### config.mk
export PLATFORM = sky130hd
export DESIGN_NAME = irq_enable_priority_regs
export DESIGN_NICKNAME = d
export VERILOG_FILES = /design/src/logic/irq_bank_pkg.sv /design/src/logic/irq_src_sync.sv /design/src/logic/irq_enable_priority_regs.sv
export VERILOG_INCLUDE_DIRS = /design/src /design/src/logic
export SDC_FILE = /design/constraint.sdc
export NUM_CORES = 1
export LEC_CHECK = 0
export BUFFER_PORTS_ARGS = -buffer_cell sky130_fd_sc_hd__buf_2
export CAP_MARGIN = 20
export CORE_MARGIN = 2
export CORE_UTILIZATION = 51
export CTS_CLUSTER_DIAMETER = 120
export DETAILED_ROUTE_END_ITERATION = 8
export GPL_ROUTABILITY_DRIVEN = 1
export PLACE_DENSITY = 0.79
export SYNTH_ARGS = -nofsm -noshare
export SYNTH_HDL_FRONTEND = slang
export SYNTH_HIERARCHICAL = 1
export SYNTH_SLANG_ARGS = --single-unit
### constraint.sdc
create_clock -name hclk -period 1.8 [get_ports hclk]
set_input_delay 0.18 -clock hclk [delete_from_list [all_inputs] [get_ports hclk]]
set_output_delay 0.18 -clock hclk [all_outputs]
set_load 0.02 [all_outputs]
### src/logic/irq_bank_map.svh
`ifndef IRQ_BANK_MAP_SVH
`define IRQ_BANK_MAP_SVH

// ----------------------------------------------------------------
// Register byte addresses
// ----------------------------------------------------------------
`define ADDR_ENABLE0       12'h000
`define ADDR_PRIO_SER      12'h004
`define ADDR_PRIO_EXT      12'h008
`define ADDR_PENDING       12'h00c

// ----------------------------------------------------------------
// Implemented-bit masks and reset values
// ----------------------------------------------------------------
`define ENABLE0_MASK       16'h3fef
`define ENABLE0_RESET      16'h0000
`define PRIO_SER_MASK      16'h7777
`define PRIO_SER_RESET     16'h4444
`define PRIO_EXT_MASK_T5   16'h0077
`define PRIO_EXT_MASK_NOT5 16'h0070
`define PRIO_EXT_RESET     16'h0044

// ----------------------------------------------------------------
// Field positions (low bit of each field)
// ----------------------------------------------------------------
`define EN_ADC_DONE        13
`define EN_SER_TX          12
`define EN_SER_RX          11
`define EN_SPI_EVT         10
`define EN_SPI_ERR         9
`define EN_TIMER3          8
`define EN_TIMER2          7
`define EN_CMP2            6
`define EN_CAP2            5
`define EN_TIMER1          3
`define EN_CMP1            2
`define EN_CAP1            1
`define EN_EXT0            0
`define LVL_SER_RX         12
`define LVL_SPI_EVT        8
`define LVL_SPI_ERR        4
`define LVL_TIMER3         0
`define LVL_EXT2           4
`define LVL_TIMER5         0

`endif

### src/logic/irq_bank_pkg.sv
package irq_bank_pkg;

	// AHB-Lite request captured in the address phase
	typedef struct packed {
		logic        pend;
		logic        write;
		logic [11:0] addr;
	} ahb_req_t;

	// Register bank state
	typedef struct packed {
		ahb_req_t    req;
		logic [15:0] enable0;
		logic [15:0] prio_ser;
		logic [15:0] prio_ext;
		logic [31:0] rdata;
	} bank_state_t;

	// Source requests from peripherals
	typedef struct packed {
		logic adc_done;
		logic ser_tx;
		logic ser_rx;
		logic spi_evt;
		logic spi_err;
		logic timer3;
		logic timer2;
		logic cmp2;
		logic cap2;
		logic timer1;
		logic cmp1;
		logic cap1;
		logic ext0;
		logic ext2;
		logic timer5;
	} irq_src_t;

endpackage : irq_bank_pkg

### src/logic/irq_src_sync.sv
`timescale 1ns/1ps

// Two-stage synchroniser for peripheral request lines
module irq_src_sync #(
	parameter int W = 15
) (
	// Clock and reset
	input  wire logic         hclk,
	input  wire logic         hresetn,
	// Lines
	input  wire logic [W-1:0] async_in,
	output logic      [W-1:0] sync_out
);

	logic [W-1:0] meta_ff;
	logic [W-1:0] sync_ff;

	// First stage only feeds the second
	always_ff @(posedge hclk or negedge hresetn) begin
		if (!hresetn) begin
			meta_ff <= '0;
			sync_ff <= '0;
		end else begin
			meta_ff <= async_in;
			sync_ff <= meta_ff;
		end
	end

	assign sync_out = sync_ff;

endmodule : irq_src_sync

### src/logic/irq_enable_priority_regs.sv
// Operation
// - Enable bits 13..8: ADC, serial tx/rx, SPI event/error, timer3.
// - Enable bits 7,6,5,3,2,1,0 gate timer2 to ext0; bit 4 unused.
// - Enable bits are R/W, reset to 0; bits 15-14 unimplemented.
// - Priorities are 3 bits: 7 highest, 1 lowest, 0 disables the source.
// - Level reg 1: serial rx 14-12, SPI 10-8, SPI error 6-4, timer3 2-0.
// - Every implemented priority field resets to binary 100.
// - Level reg 2: ext2 at 6-4, timer5 at 2-0, other bits unimplemented.
// - The timer5 level field exists only when a parameter selects it.
// - Unimplemented bits always read as zero.
`timescale 1ns/1ps
`include "irq_bank_map.svh"

module irq_enable_priority_regs
	import irq_bank_pkg::*;
#(
	parameter bit HAS_TIMER5 = 1'b1
) (
	// AHB-Lite slave
	input  wire logic        hclk,
	input  wire logic        hresetn,
	input  wire logic        hsel,
	input  wire logic [11:0] haddr,
	input  wire logic [1:0]  htrans,
	input  wire logic        hwrite,
	input  wire logic [2:0]  hsize,
	input  wire logic [31:0] hwdata,
	input  wire logic        hready,
	output logic      [31:0] hrdata,
	output logic             hreadyout,
	output logic             hresp,
	// Peripheral request lines (asynchronous)
	input  wire irq_src_t    src_req,
	// Gated requests and levels toward the core
	output irq_src_t         irq_out,
	output logic      [2:0]  timer5_irq_level
);

	bank_state_t state_ff;
	bank_state_t nxt_state;
	irq_src_t    src_sync;
	irq_src_t    nxt_irq;
	irq_src_t    irq_ff;
	logic [15:0] ext_mask;

	// ----------------------------------------------------------------
	// Request synchroniser
	// ----------------------------------------------------------------
	irq_src_sync #(.W($bits(irq_src_t))) u_sync (
		.hclk     (hclk),
		.hresetn  (hresetn),
		.async_in (src_req),
		.sync_out (src_sync)
	);

	// timer5 field only on the larger build
	assign ext_mask = HAS_TIMER5 ? `PRIO_EXT_MASK_T5 : `PRIO_EXT_MASK_NOT5;

	// Three-bit level extraction, used for the six level-gated sources
	function automatic logic [2:0] lvl(input logic [15:0] r, input int lsb);
		lvl = 3'((r >> lsb) & 16'h0007);
	endfunction : lvl

	// code 000 disables, any other code passes when en is set
	function automatic logic pass(input logic en, input logic [2:0] l);
		pass = en && (l != 3'h0);
	endfunction : pass

	// ----------------------------------------------------------------
	// Register bank and bus next state
	// ----------------------------------------------------------------
	always_comb begin
		nxt_state = state_ff;
		// Data phase: a write lands one cycle after its address
		if (state_ff.req.pend && state_ff.req.write) begin
			unique case (state_ff.req.addr)
				`ADDR_ENABLE0:
					nxt_state.enable0 = hwdata[15:0] & `ENABLE0_MASK;
				`ADDR_PRIO_SER:
					nxt_state.prio_ser = hwdata[15:0] & `PRIO_SER_MASK;
				`ADDR_PRIO_EXT:
					nxt_state.prio_ext = hwdata[15:0] & ext_mask;
				default: ;
			endcase
		end
		// Address phase capture; slave is always ready
		nxt_state.req.pend  = hsel && hready && htrans[1];
		nxt_state.req.write = hwrite;
		nxt_state.req.addr  = haddr;
		// Read data prepared for the data phase
		nxt_state.rdata = 32'h0000_0000;
		if (hsel && hready && htrans[1] && !hwrite) begin
			// unimplemented bits stored as zero, read zero
			unique case (haddr)
				`ADDR_ENABLE0:  nxt_state.rdata = {16'h0000, state_ff.enable0};
				`ADDR_PRIO_SER: nxt_state.rdata = {16'h0000, state_ff.prio_ser};
				`ADDR_PRIO_EXT: nxt_state.rdata = {16'h0000, state_ff.prio_ext};
				`ADDR_PENDING:
					nxt_state.rdata = {17'h00000, irq_ff};
				default:        nxt_state.rdata = 32'h0000_0000;
			endcase
		end
	end

	always_ff @(posedge hclk or negedge hresetn) begin
		if (!hresetn) begin
			state_ff.req      <= '0;
			state_ff.enable0  <= `ENABLE0_RESET;
			state_ff.prio_ser <= `PRIO_SER_RESET;
			// absent timer5 field resets to zero
			state_ff.prio_ext <= HAS_TIMER5 ? `PRIO_EXT_RESET
				: (`PRIO_EXT_RESET & `PRIO_EXT_MASK_NOT5);
			state_ff.rdata    <= 32'h0000_0000;
		end else begin
			state_ff <= nxt_state;
		end
	end

	// ----------------------------------------------------------------
	// Request gating
	// ----------------------------------------------------------------
	always_comb begin
		nxt_irq.adc_done = src_sync.adc_done
			&& state_ff.enable0[`EN_ADC_DONE];
		nxt_irq.ser_tx   = src_sync.ser_tx && state_ff.enable0[`EN_SER_TX];
		nxt_irq.ser_rx   = src_sync.ser_rx && pass(
			state_ff.enable0[`EN_SER_RX], lvl(state_ff.prio_ser, `LVL_SER_RX));
		nxt_irq.spi_evt  = src_sync.spi_evt && pass(
			state_ff.enable0[`EN_SPI_EVT], lvl(state_ff.prio_ser, `LVL_SPI_EVT));
		nxt_irq.spi_err  = src_sync.spi_err && pass(
			state_ff.enable0[`EN_SPI_ERR], lvl(state_ff.prio_ser, `LVL_SPI_ERR));
		nxt_irq.timer3   = src_sync.timer3 && pass(
			state_ff.enable0[`EN_TIMER3], lvl(state_ff.prio_ser, `LVL_TIMER3));
		nxt_irq.timer2   = src_sync.timer2 && state_ff.enable0[`EN_TIMER2];
		nxt_irq.cmp2     = src_sync.cmp2 && state_ff.enable0[`EN_CMP2];
		nxt_irq.cap2     = src_sync.cap2 && state_ff.enable0[`EN_CAP2];
		nxt_irq.timer1   = src_sync.timer1 && state_ff.enable0[`EN_TIMER1];
		nxt_irq.cmp1     = src_sync.cmp1 && state_ff.enable0[`EN_CMP1];
		nxt_irq.cap1     = src_sync.cap1 && state_ff.enable0[`EN_CAP1];
		nxt_irq.ext0     = src_sync.ext0 && state_ff.enable0[`EN_EXT0];
		// Sources whose enable bits live outside this bank: level only
		nxt_irq.ext2     = src_sync.ext2
			&& pass(1'b1, lvl(state_ff.prio_ext, `LVL_EXT2));
		nxt_irq.timer5   = src_sync.timer5 && HAS_TIMER5
			&& pass(1'b1, lvl(state_ff.prio_ext, `LVL_TIMER5));
	end

	// Registered so the core sees glitch-free requests
	always_ff @(posedge hclk or negedge hresetn) begin
		if (!hresetn) begin
			irq_ff <= '0;
		end else begin
			irq_ff <= nxt_irq;
		end
	end

	assign irq_out          = irq_ff;
	assign timer5_irq_level = lvl(state_ff.prio_ext, `LVL_TIMER5);
	assign hrdata           = state_ff.rdata;
	assign hreadyout        = 1'b1;
	assign hresp            = 1'b0;
endmodule : irq_enable_priority_regs

# After elaboration in Yosys (flattened, before gate mapping)
# Index checks and enable logic that the tools add are counted.
# totals
ff_bits,122
latchBits,0
ramBits,0
romBits,0
in_bits,69
out_inout_bits,52
memories,0
# op_classes
add_sub_neg,0
mul,0
n_div,0
order_cmp,0
eq_ne,5
shifts,0
n_mux,2
bitwise,0
reduce_logical,35
# op_table
operator,n
$pmux 15 s4,1
$eq 12x4->1 const B,3
$mux 32,1
$eq 12x3->1 const B,2
$logic_not 12->1,2
$logic_and 1x1->1,23
$reduce_bool 3->1,6
$reduce_and 2->1,3
$logic_not 1->1,1

# Depth between registers and ports, before layout
# Gate-level depths: netlist (run 1).
# logic_depth
depth_word,4
mapped_depth,5
depth_no_buf,3

# Cells and area by module
# The synthesis (run 1) kept the hierarchy.
# by_module_without_submodules
mod,n_inst,cells_per_inst,area_each_um2,seq_area_each_um2
irq_enable_priority_regs,1,225,3239.4,1884.3
irq_src_sync,1,30,750.7,750.7

# Worst setup path after synthesis (run 1)
# No wires, ideal clock.
# synth_path
kind,register to register
from,reg state_ff[87] in the netlist's numbering
to,reg state_ff[49] in the netlist's numbering
setup_time_ns,0.125
t_arrival_ns,1.405
setup_slack_ns,0.270
stages_incl_launch_ff,5
path_buffers,1
period_less_slack_ns,1.530
cell_sequence,dfrtp_1 > nor4_4 > nand4_2 > buf_6 > mux2_4
# synth_via
elab_chain_len,2
# synth_rtl
element,line_no,text
from (decl),irq_enable_priority_regs.sv:39,bank_state_t state_ff;
from (signal assigned),irq_enable_priority_regs.sv:115,state_ff <= nxt_state;
$eq 12x3->1,irq_enable_priority_regs.sv:76,unique case (state_ff.req.addr)
$reduce_and 2->1 (no source line),--,
# Every way passes these cells.
# A chain may end at the register's enable or synchronous reset.

# Worst setup path in the final report (run 1)
# layout_path
from,reg state_ff[81] in the netlist's numbering
to,reg state_ff[56] in the netlist's numbering
# The elaborated chain is that of the path after synthesis.

==> impl_metrics.py, run 1 <==
metrics = {
    "place": {
        "gp_congestion": 0.8121,
        "dp_cells": 418,
        "place_ws_ps": 184.7,
        "dp_hpwl_um": 4975,
        "port-buffer-count": 80,
    },
    "power_and_ir_drop": {
        "ir_worst_vdd_mv": 0.6554,
        "p_per_area_nw_per_um2": 955.1,
        "leakagePower_nw": 2.406,
    },
    "route": {
        "detail-route-antenna-nets": 0,
        "vias": 2168,
        "first_iter_violations": 86,
        "totalWireLength_um": 7082,
        "wire_per_inst_um": 15.36,
        "dr.pass1.iters": 4,
        "via_per_inst": 4.703,
        "drc": 0,
    },
    "floorplan": {
        "initial_core_util_pct": 52.18,
        "die_area_um2": 8547,
        "dieHeight_um": 92.45,
        "fp.dieW_um": 92.45,
        "ios": 121,
        "core_um2": 7647,
        "num_rows": 32,
    },
    "cts": {
        "clock-root-buffer": "clkbuf_8",
        "ctsResizeCount": 0,
        "cts_sinks": 105,
        "clkTransAtPathRegs_ps": 90,
        "clock_latency_ps": 350,
        "cts_buffer_depth": 2,
        "cts_setup_buffers": 0,
        "cts_tree": "done",
        "cts.htree.levels": 3,
        "cts_made_buffers": 9,
    },
    "cells_and_area": {
        "layout_commonest_cell": "dfrtp_1",
        "antenna_cells": 0,
        "final_cell_mix": "dfrtp_1 (99), buf_2 (79), dlygate4sd3_1 (27)",
        "area_growth_pct": 22.64,
        "final_util_pct": 63.99,
        "drive_gt1_share_pct": 43.73,
        "layout.nets": 423,
        "finalNonFillerCells": 461,
    },
    "setup_path": {
        "r2r-start": "state_ff[81]",
        "critical_path.top_delay_family": "simple AND/OR/NAND/NOR gates",
        "max_stage_delay_ps": 420,
        "startpoint_type": "register",
        "crit_path_end_kind": "register",
        "required_ps": 2030,
        "crit_slowest_cell": "dfrtp_1",
        "path_depth": 4,
        "cp_cell_sequence": "nor4_4 -> nand4_2 -> buf_4 -> mux2_4",
        "path_class": "register to register",
        "cp_num_buf_inv": 1,
        "rr_worst_depth": 4,
        "crit_path_start": "state_ff[81]",
        "crit_fanout": 12,
        "cp.arrival_ps": 1860,
    },
    "synthesis": {
        "syn-mean-instance-area_um2": 15.65,
        "postSynth.asyncResetShare_pct": 100.0,
        "synth-main-ff-cell": "dfrtp_1",
        "synth_edf_count": 0,
        "synth_area_um2": 3990,
        "yosys_warnings": 6,
        "synthCells": 255,
        "ys_ff_latch": 105,
        "yosysSeqAreaShare_pct": 66.04,
        "ys_types": 31,
    },
    "grt": {
        "grt_pass1_vias": 2343,
        "antenna_found_initial": 0,
        "grt_max_degree": 33,
        "grt_util_all_layers_pct": 18.40,
        "grt_pass1_wl_um": 11760,
        "gr-total-overflow": 0,
    },
    "sta": {
        "tns_ps": 0,
        "fmax_mhz": 615.7,
        "setup_violations": 0,
        "grt_setup_unrepaired": "no",
        "finClkSkew_ps": 8.585,
        "hold_ws_ps": 59.20,
        "hold_viol": 0,
        "period_needed_ps": 1624,
        "setup_ws_ps": 175.9,
        "final-max-slew-violation-count": 0,
        "post-route-period-util_pct": 90.23,
    },
    "hold_path": {
        "min_path_cells": 2,
        "hp-start": "hwdata[7]",
        "min_path_type": "primary input to register",
    },
    "job": {
        "maxCapViolCount": 0,
    },
    "outcome": {
        "status": "completed",
    },
}
-- through the flow --
step / cell area, um^2 / total power [mW]
finish: 4893 / 4.674
global route: 4893 / 4.888
CTS: 4893 / 4.729
detailed placement: 4360 / 2.915
global placement: 4360 / 2.902
floorplan: 4054 / 2.773
-- path summary, 6_finish.rpt --
check                                       to  slack (ps)
min in group asynchronous    u_sync/meta_ff[0]         290
setup reg to reg                  state_ff[56]         180
max in group asynchronous         state_ff[38]         940
hold / removal                    state_ff[71]          60
setup / recovery                  state_ff[56]         180
hold reg to reg            u_sync/sync_out[14]         350
-- report_power, final --
group	total, mW	switching (mW)	internal [mW]
clock network	1.76	0.724	1.04
logic	0.384	0.194	0.190
registers	2.53	0.0623	2.47
-- Yosys cell counts, types with 3 or more instances --
master,instances,share of area (%)
a21oi_1,6,0.75
a22oi_1,3,0.56
and2_1,10,1.6
buf_4,37,7.0
dfrtp_1,99,62
dfstp_2,6,4.0
mux2_2,15,4.2
mux2_4,17,6.4
mux2i_1,6,1.5
mux4_2,5,2.8
nand2_1,6,0.56
nor2_1,5,0.47
nor2b_1,7,1.1
o311a_1,4,1.0
or2_2,5,0.78
-- flip-flops by register name, summed over array words and instances (netlist names) --
signal / count
hrdata: 15
irq_out: 15
timer5_irq_level: 3
u_sync/meta_ff: 15
u_sync/sync_out: 15
state_ff: 42
-- final cells by class --
cell class                      instances  area, um^2
Fill cell                             553        2754
Clock inverter                          4       97.59
Timing Repair Buffer                  115       770.7
Clock buffer                           12       165.2
Sequential cell                       105        2635
Multi-Input combinational cell        123        1097
Tap cell                              102       127.6
-- metal layers --
metal  up-vias  GRT usage (%)  share of wire [%]  wire length (um)
met5         -              0                  0                 0
met4         0          6.592                1.2                85
met3         9          5.207                5.0               352
met2        71          29.74                 51              3592
met1      1076          24.00                 43              3051
li1       1012              -                  -                 -
-- kinds of logic after synthesis --
logic type / count (synthesis) / synth area share [%]
other: 2 / 0.1882
DFF: 105 / 66.04
buffers and inverters: 44 / 8.059
AOI/OAI and AO/OA: 15 / 2.760
and+or+nand+nor: 46 / 7.996
muxes: 43 / 14.96
-- timing repair --
item / in CTS / in global routing
hold buffers: 27 / 0
hold endpoints to repair: 52 / 0
endpoints found under the setup margin: 0 / 0
No activity file was read; power rests on OpenSTA's default activity.
==> inputs of run 2 (changes only) <==
--- a/config.mk
+++ b/config.mk
@@ -8,3 +8,3 @@
 export LEC_CHECK = 0
-export BUFFER_PORTS_ARGS = -buffer_cell sky130_fd_sc_hd__buf_2
+export BUFFER_PORTS_ARGS = -buffer_cell sky130_fd_sc_hd__buf_4
 export CAP_MARGIN = 20
==> constraint.sdc (replaced) <==
create_clock -name hclk -period 1.8 [get_ports hclk]
set_input_delay 0.36 -clock hclk [delete_from_list [all_inputs] [get_ports hclk]]
set_output_delay 0.36 -clock hclk [all_outputs]
set_load 0.02 [all_outputs]
==> run 2 against run 1 <==
- sequential share of layout area increased by 1.8 points
- critical path depth did not move
- fmax is 0.35% higher
- wire length shrank 2.2%
- non-clock buffer count is 28 lower
- count of clock-buffer cells in the layout decreased by 1
- via count is 3.7% lower
- cell count fell by 6.1%
- sequential power hardly changed
- worst hold slack improved by 45 ps
- utilization is 2.1 points lower
- design area fell by 3.2%
- highest routed layer unchanged
==> impl_metrics.py, run 2 (synthesized netlist as in run 1, its figures left out) <==
metrics = {
    "cells_and_area": {
        "area_growth_pct": 18.66,
        "layout_commonest_cell": "dfrtp_1",
        "layout.nets": 395,
        "drive_gt1_share_pct": 46.83,
        "multiInputGateArea_um2": 1097,
        "largest_register_ffs": 42,
        "finalNonFillerCells": 433,
        "regArea_um2": 2635,
        "regMostFlops": "state_ff",
        "nFillCells": 571,
        "final_cell_mix": "dfrtp_1 (99), buf_4 (83), conb_1 (19)",
        "antenna_cells": 0,
    },
    "route": {
        "drc": 0,
        "detail-route-antenna-nets": 0,
        "dr.pass1.iters": 6,
        "first_iter_violations": 73,
        "vias": 2087,
        "totalWireLength_um": 6924,
        "via_per_inst": 4.820,
        "wire_per_inst_um": 15.99,
    },
    "setup_path": {
        "rrSetupSlack_ps": 180,
        "crit_fanout": 12,
        "cp_num_buf_inv": 1,
        "cp_cell_sequence": "nor4_4 -> nand4_2 -> buf_4 -> mux2_4",
        "crit_slowest_cell": "nor4_4",
        "path_class": "register to register",
        "max_stage_delay_ps": 410,
        "crit_path_end_kind": "register",
        "cp.arrival_ps": 1860,
        "required_ps": 2050,
        "rr_worst_depth": 4,
        "critical_path.top_delay_family": "simple AND/OR/NAND/NOR gates",
        "startpoint_type": "register",
        "r2r-start": "state_ff[87]",
        "r2r_end": "state_ff[60]",
    },
    "power_and_ir_drop": {
        "total_power_mw": 4.214,
        "p_int_mw": 3.227,
        "p_sw_uw": 987.1,
        "power_frac_clock_pct": 31.0,
        "switching_share_pct": 23.42,
        "p_per_area_nw_per_um2": 890.1,
        "ir_worst_vdd_mv": 0.5340,
        "p_comb_share_pct": 9.0,
        "leakagePower_nw": 2.296,
        "seq_power_share_pct": 60.0,
    },
    "sta": {
        "finClkSkew_ps": 5.860,
        "hold_ws_ps": 103.9,
        "setup_violations": 0,
        "post-route-period-util_pct": 89.92,
        "final-max-slew-violation-count": 0,
        "fmax_mhz": 617.9,
        "setup_ws_ps": 181.5,
        "grt_setup_unrepaired": "no",
        "period_needed_ps": 1618,
        "hold_viol": 0,
        "tns_ps": 0,
    },
    "cts": {
        "clock-root-buffer": "clkbuf_8",
        "cts_sinks": 105,
        "cts_setup_buffers": 0,
        "clock_latency_ps": 350,
        "cts_tree": "done",
        "cts_buffer_depth": 2,
        "cts.htree.levels": 3,
        "cts_made_buffers": 9,
        "clkTransAtPathRegs_ps": 90,
    },
    "grt": {
        "grt_max_degree": 47,
        "gr-total-overflow": 0,
        "grt_pass1_vias": 2267,
        "grt_pass1_wl_um": 11390,
        "grt_util_all_layers_pct": 17.75,
        "antenna_found_initial": 0,
    },
    "job": {
        "maxCapViolCount": 0,
    },
    "floorplan": {
        "fp.dieW_um": 92.45,
        "ios": 121,
        "dieHeight_um": 92.45,
        "num_rows": 32,
        "die_area_um2": 8547,
        "core_um2": 7647,
        "initial_core_util_pct": 52.18,
    },
    "place": {
        "dp_hpwl_um": 5117,
        "port-buffer-count": 80,
        "dp_cells": 416,
        "gp_congestion": 0.7876,
        "place_ws_ps": 186.5,
    },
    "hold_path": {
        "hp-start": "src_req[2]",
        "min_path_cells": 1,
        "whs_endpoint": "u_sync/meta_ff[2]",
        "min_path_type": "primary input to register",
    },
    "outcome": {
        "status": "completed",
    },
}
-- run 2: cell count changes in the layout (fill, tap and decap cells not counted) --
cell,delta
clkbuf_8,-1
buf_4,+77
clkinv_2,+3
buf_2,-79
bufinv_16,-3
clkinvlp_4,+1
dlygate4sd3_1,-26
-- run 2: worst register-to-register path, cell delays in order, from the launching register on --
cell and delay (ps):
dfrtp_1 400, nor4_4 410, nand4_2 140, buf_4 230, mux2_4 330
-- run 2: worst max-delay path by stage --
stage	from	to	cells after the start
after floorplan	state_ff[87]	state_ff[49]	4
after global placement	state_ff[87]	state_ff[56]	4
after detailed placement	state_ff[87]	state_ff[60]	4
after CTS	state_ff[87]	state_ff[60]	4
after global routing	state_ff[87]	state_ff[49]	4
final	state_ff[87]	state_ff[60]	4
-- run 2: per-stage QoR --
| stage | util [%] | cell area, um^2 |
|---|---|---|
| detailed placement | 59.41 | 4543 |
| global route | 61.91 | 4735 |
| floorplan | - | 4054 |
| finish | 61.91 | 4735 |
| CTS | 61.91 | 4735 |
| global placement | 59.41 | 4543 |
-- run 2: repair_timing --
| item | 4_1_cts | 5_1_grt |
|---|---|---|
| hold endpoints to repair | 28 | 0 |
| hold buffers | 1 | 0 |
| gates resized for setup | 0 | 0 |
-- run 2: area by class of cell --
cell class	instances	share of cell area [%]
repair buffers	87	14.64
clock inverters	5	0.6342
flip-flops and latches	105	55.66
well taps	102	2.696
multi-input cells	123	23.18
clock buffers	11	3.198
-- run 2: metal layers --
metal | global-route usage, % | up-vias | wire [um]
met3 | 4.557 | 12 | 329
met4 | 8.085 | 0 | 107
met1 | 22.32 | 1043 | 3014
met5 | 0 | - | 0
met2 | 29.08 | 74 | 3472
li1 | - | 958 | -
-- run 2: power by group through the flow --
stage | registers [mW] | logic, mW | clock network (mW)
3_5_place_dp | 2.58 | 0.381 | 0
6_report | 2.53 | 0.377 | 1.31
5_1_grt | 2.54 | 0.412 | 1.46
2_1_floorplan | 2.58 | 0.197 | 0
3_3_place_gp | 2.57 | 0.370 | 0
4_1_cts | 2.53 | 0.384 | 1.35
==> inputs of run 3 (changes only) <==
CORE_UTILIZATION = 36   (was 51)
PLACE_DENSITY = unset   (was 0.79)
==> run 3 against run 2 <==
- non-clock buffer count rose by 1
- largest cell class unchanged
- highest routed layer unchanged
- largest power group unchanged
- setup slack worse by 13 ps
- first-iteration DRC count down 8.2%
==> impl_metrics.py, run 3 (synthesized netlist as in run 1, its figures left out) <==
metrics = {
    "outcome": {
        "status": "completed",
    },
    "place": {
        "place_ws_ps": 173.7,
        "dp_hpwl_um": 5336,
        "gp_congestion": 0.7897,
        "port-buffer-count": 80,
    },
    "cells_and_area": {
        "final_cell_mix": "dfrtp_1 (99), buf_4 (83), conb_1 (19)",
        "antenna_cells": 0,
        "drive_gt1_share_pct": 46.69,
        "regArea_um2": 2635,
        "layout.nets": 396,
        "area_growth_pct": 20.32,
        "regMostFlops": "state_ff",
        "largest_register_ffs": 42,
        "layout_commonest_cell": "dfrtp_1",
        "nFillCells": 978,
        "multiInputGateArea_um2": 1097,
    },
    "setup_path": {
        "r2r_end": "state_ff[57]",
        "path_class": "register to register",
        "crit_fanout": 12,
        "cp.arrival_ps": 1880,
        "startpoint_type": "register",
        "required_ps": 2050,
        "rrSetupSlack_ps": 170,
        "rr_worst_depth": 4,
        "crit_path_end_kind": "register",
        "crit_path_start": "state_ff[87]",
        "r2r-start": "state_ff[87]",
    },
    "floorplan": {
        "num_rows": 38,
        "dieHeight_um": 109.3,
        "ios": 121,
        "initial_core_util_pct": 36.81,
        "die_area_um2": 11940,
        "fp.dieW_um": 109.3,
        "core_um2": 10840,
    },
    "job": {
        "maxCapViolCount": 0,
    },
    "sta": {
        "setup_ws_ps": 169.0,
        "fmax_mhz": 613.1,
        "grt_setup_unrepaired": "no",
        "final-max-slew-violation-count": 0,
        "setup_violations": 0,
        "tns_ps": 0,
        "hold_viol": 0,
        "finClkSkew_ps": 14.83,
        "post-route-period-util_pct": 90.61,
        "period_needed_ps": 1631,
    },
    "cts": {
        "clkTransAtPathRegs_ps": 100,
        "cts_sinks": 105,
        "ctsResizeCount": 0,
        "clock-root-buffer": "clkbuf_8",
        "cts_setup_buffers": 0,
        "cts.htree.levels": 3,
        "clock_latency_ps": 360,
        "cts_made_buffers": 9,
        "cts_tree": "done",
        "cts_buffer_depth": 2,
    },
    "grt": {
        "grt_max_degree": 33,
        "grt_pass1_vias": 2209,
        "gr-total-overflow": 0,
        "grt_pass1_wl_um": 11680,
        "grt_util_all_layers_pct": 13.38,
        "antenna_found_initial": 0,
    },
    "hold_path": {
        "hp-start": "src_req[14]",
        "min_path_type": "primary input to register",
        "min_path_cells": 1,
        "whs_endpoint": "u_sync/meta_ff[14]",
    },
    "route": {
        "via_per_inst": 4.379,
        "first_iter_violations": 67,
        "detail-route-antenna-nets": 0,
        "totalWireLength_um": 7300,
        "drc": 0,
        "wire_per_inst_um": 15.47,
        "dr.pass1.iters": 4,
        "vias": 2067,
    },
    "power_and_ir_drop": {
        "ir_worst_vdd_mv": 0.3255,
        "leakagePower_nw": 2.305,
        "p_per_area_nw_per_um2": 885.9,
    },
}
-- run 3: cell types whose count changed in the layout (fill, tap and decap cells not counted) --
cell        before  now
buf_12           3    4
clkbuf_1         0    1
clkbuf_8        11   10
clkinv_2         3    1
clkinv_4         0    1
clkinvlp_4       2    1
inv_6            0    2
-- run 3: area by class of cell --
cell class	instances	share of cell area, %
Sequential cell	105	54.89
Multi-Input combinational cell	123	22.86
Timing Repair Buffer	88	14.86
Tap cell	140	3.649
Clock buffer	11	2.945
Clock inverter	5	0.8079
-- run 3: what timing repair did --
action | CTS | global route
endpoints found under the hold margin | 28 | 0
endpoints found under the setup margin | 0 | 0
hold buffers | 1 | 0
-- run 3: routing by layer --
metal / track usage (%) / vias to the layer above / wire length [um]
met3: 2.750 / 9 / 338
li1: - / 958 / -
met5: 0 / - / 0
met1: 17.36 / 1044 / 3257
met4: 7.324 / 0 / 131
met2: 21.03 / 56 / 3573
-- run 3: through the flow --
step	instances	hold slack, ps	cell area, um^2	util [%]	power [mW]
detailed placement	455	334.7	4611	42.53	2.965
global route	472	67.76	4801	44.29	4.433
CTS	472	76.57	4801	44.29	4.304
global placement	455	331.7	4611	42.53	2.958
floorplan	272	64.41	4054	-	2.773
finish	472	92.40	4801	44.29	4.253
-- run 3: how the worst max path moves through the flow --
stage	end	slack, ps	depth (start not counted)
finish	state_ff[57]	170	4
detailed placement	state_ff[56]	170	4
global route	state_ff[53]	90	4
floorplan	state_ff[49]	270	4
CTS	state_ff[49]	140	4
global placement	state_ff[53]	220	4
-- run 3: worst max-delay path, cell delays in order (launching register included) --
cell     delay (ps)
dfrtp_1         410
nor4_4          410
nand4_2         140
buf_4           240
mux2_4          310
-- run 3: power breakdown --
group	internal, mW	switching, mW
Combinational	0.194	0.189
Clock	0.552	0.789
Sequential	2.47	0.0625
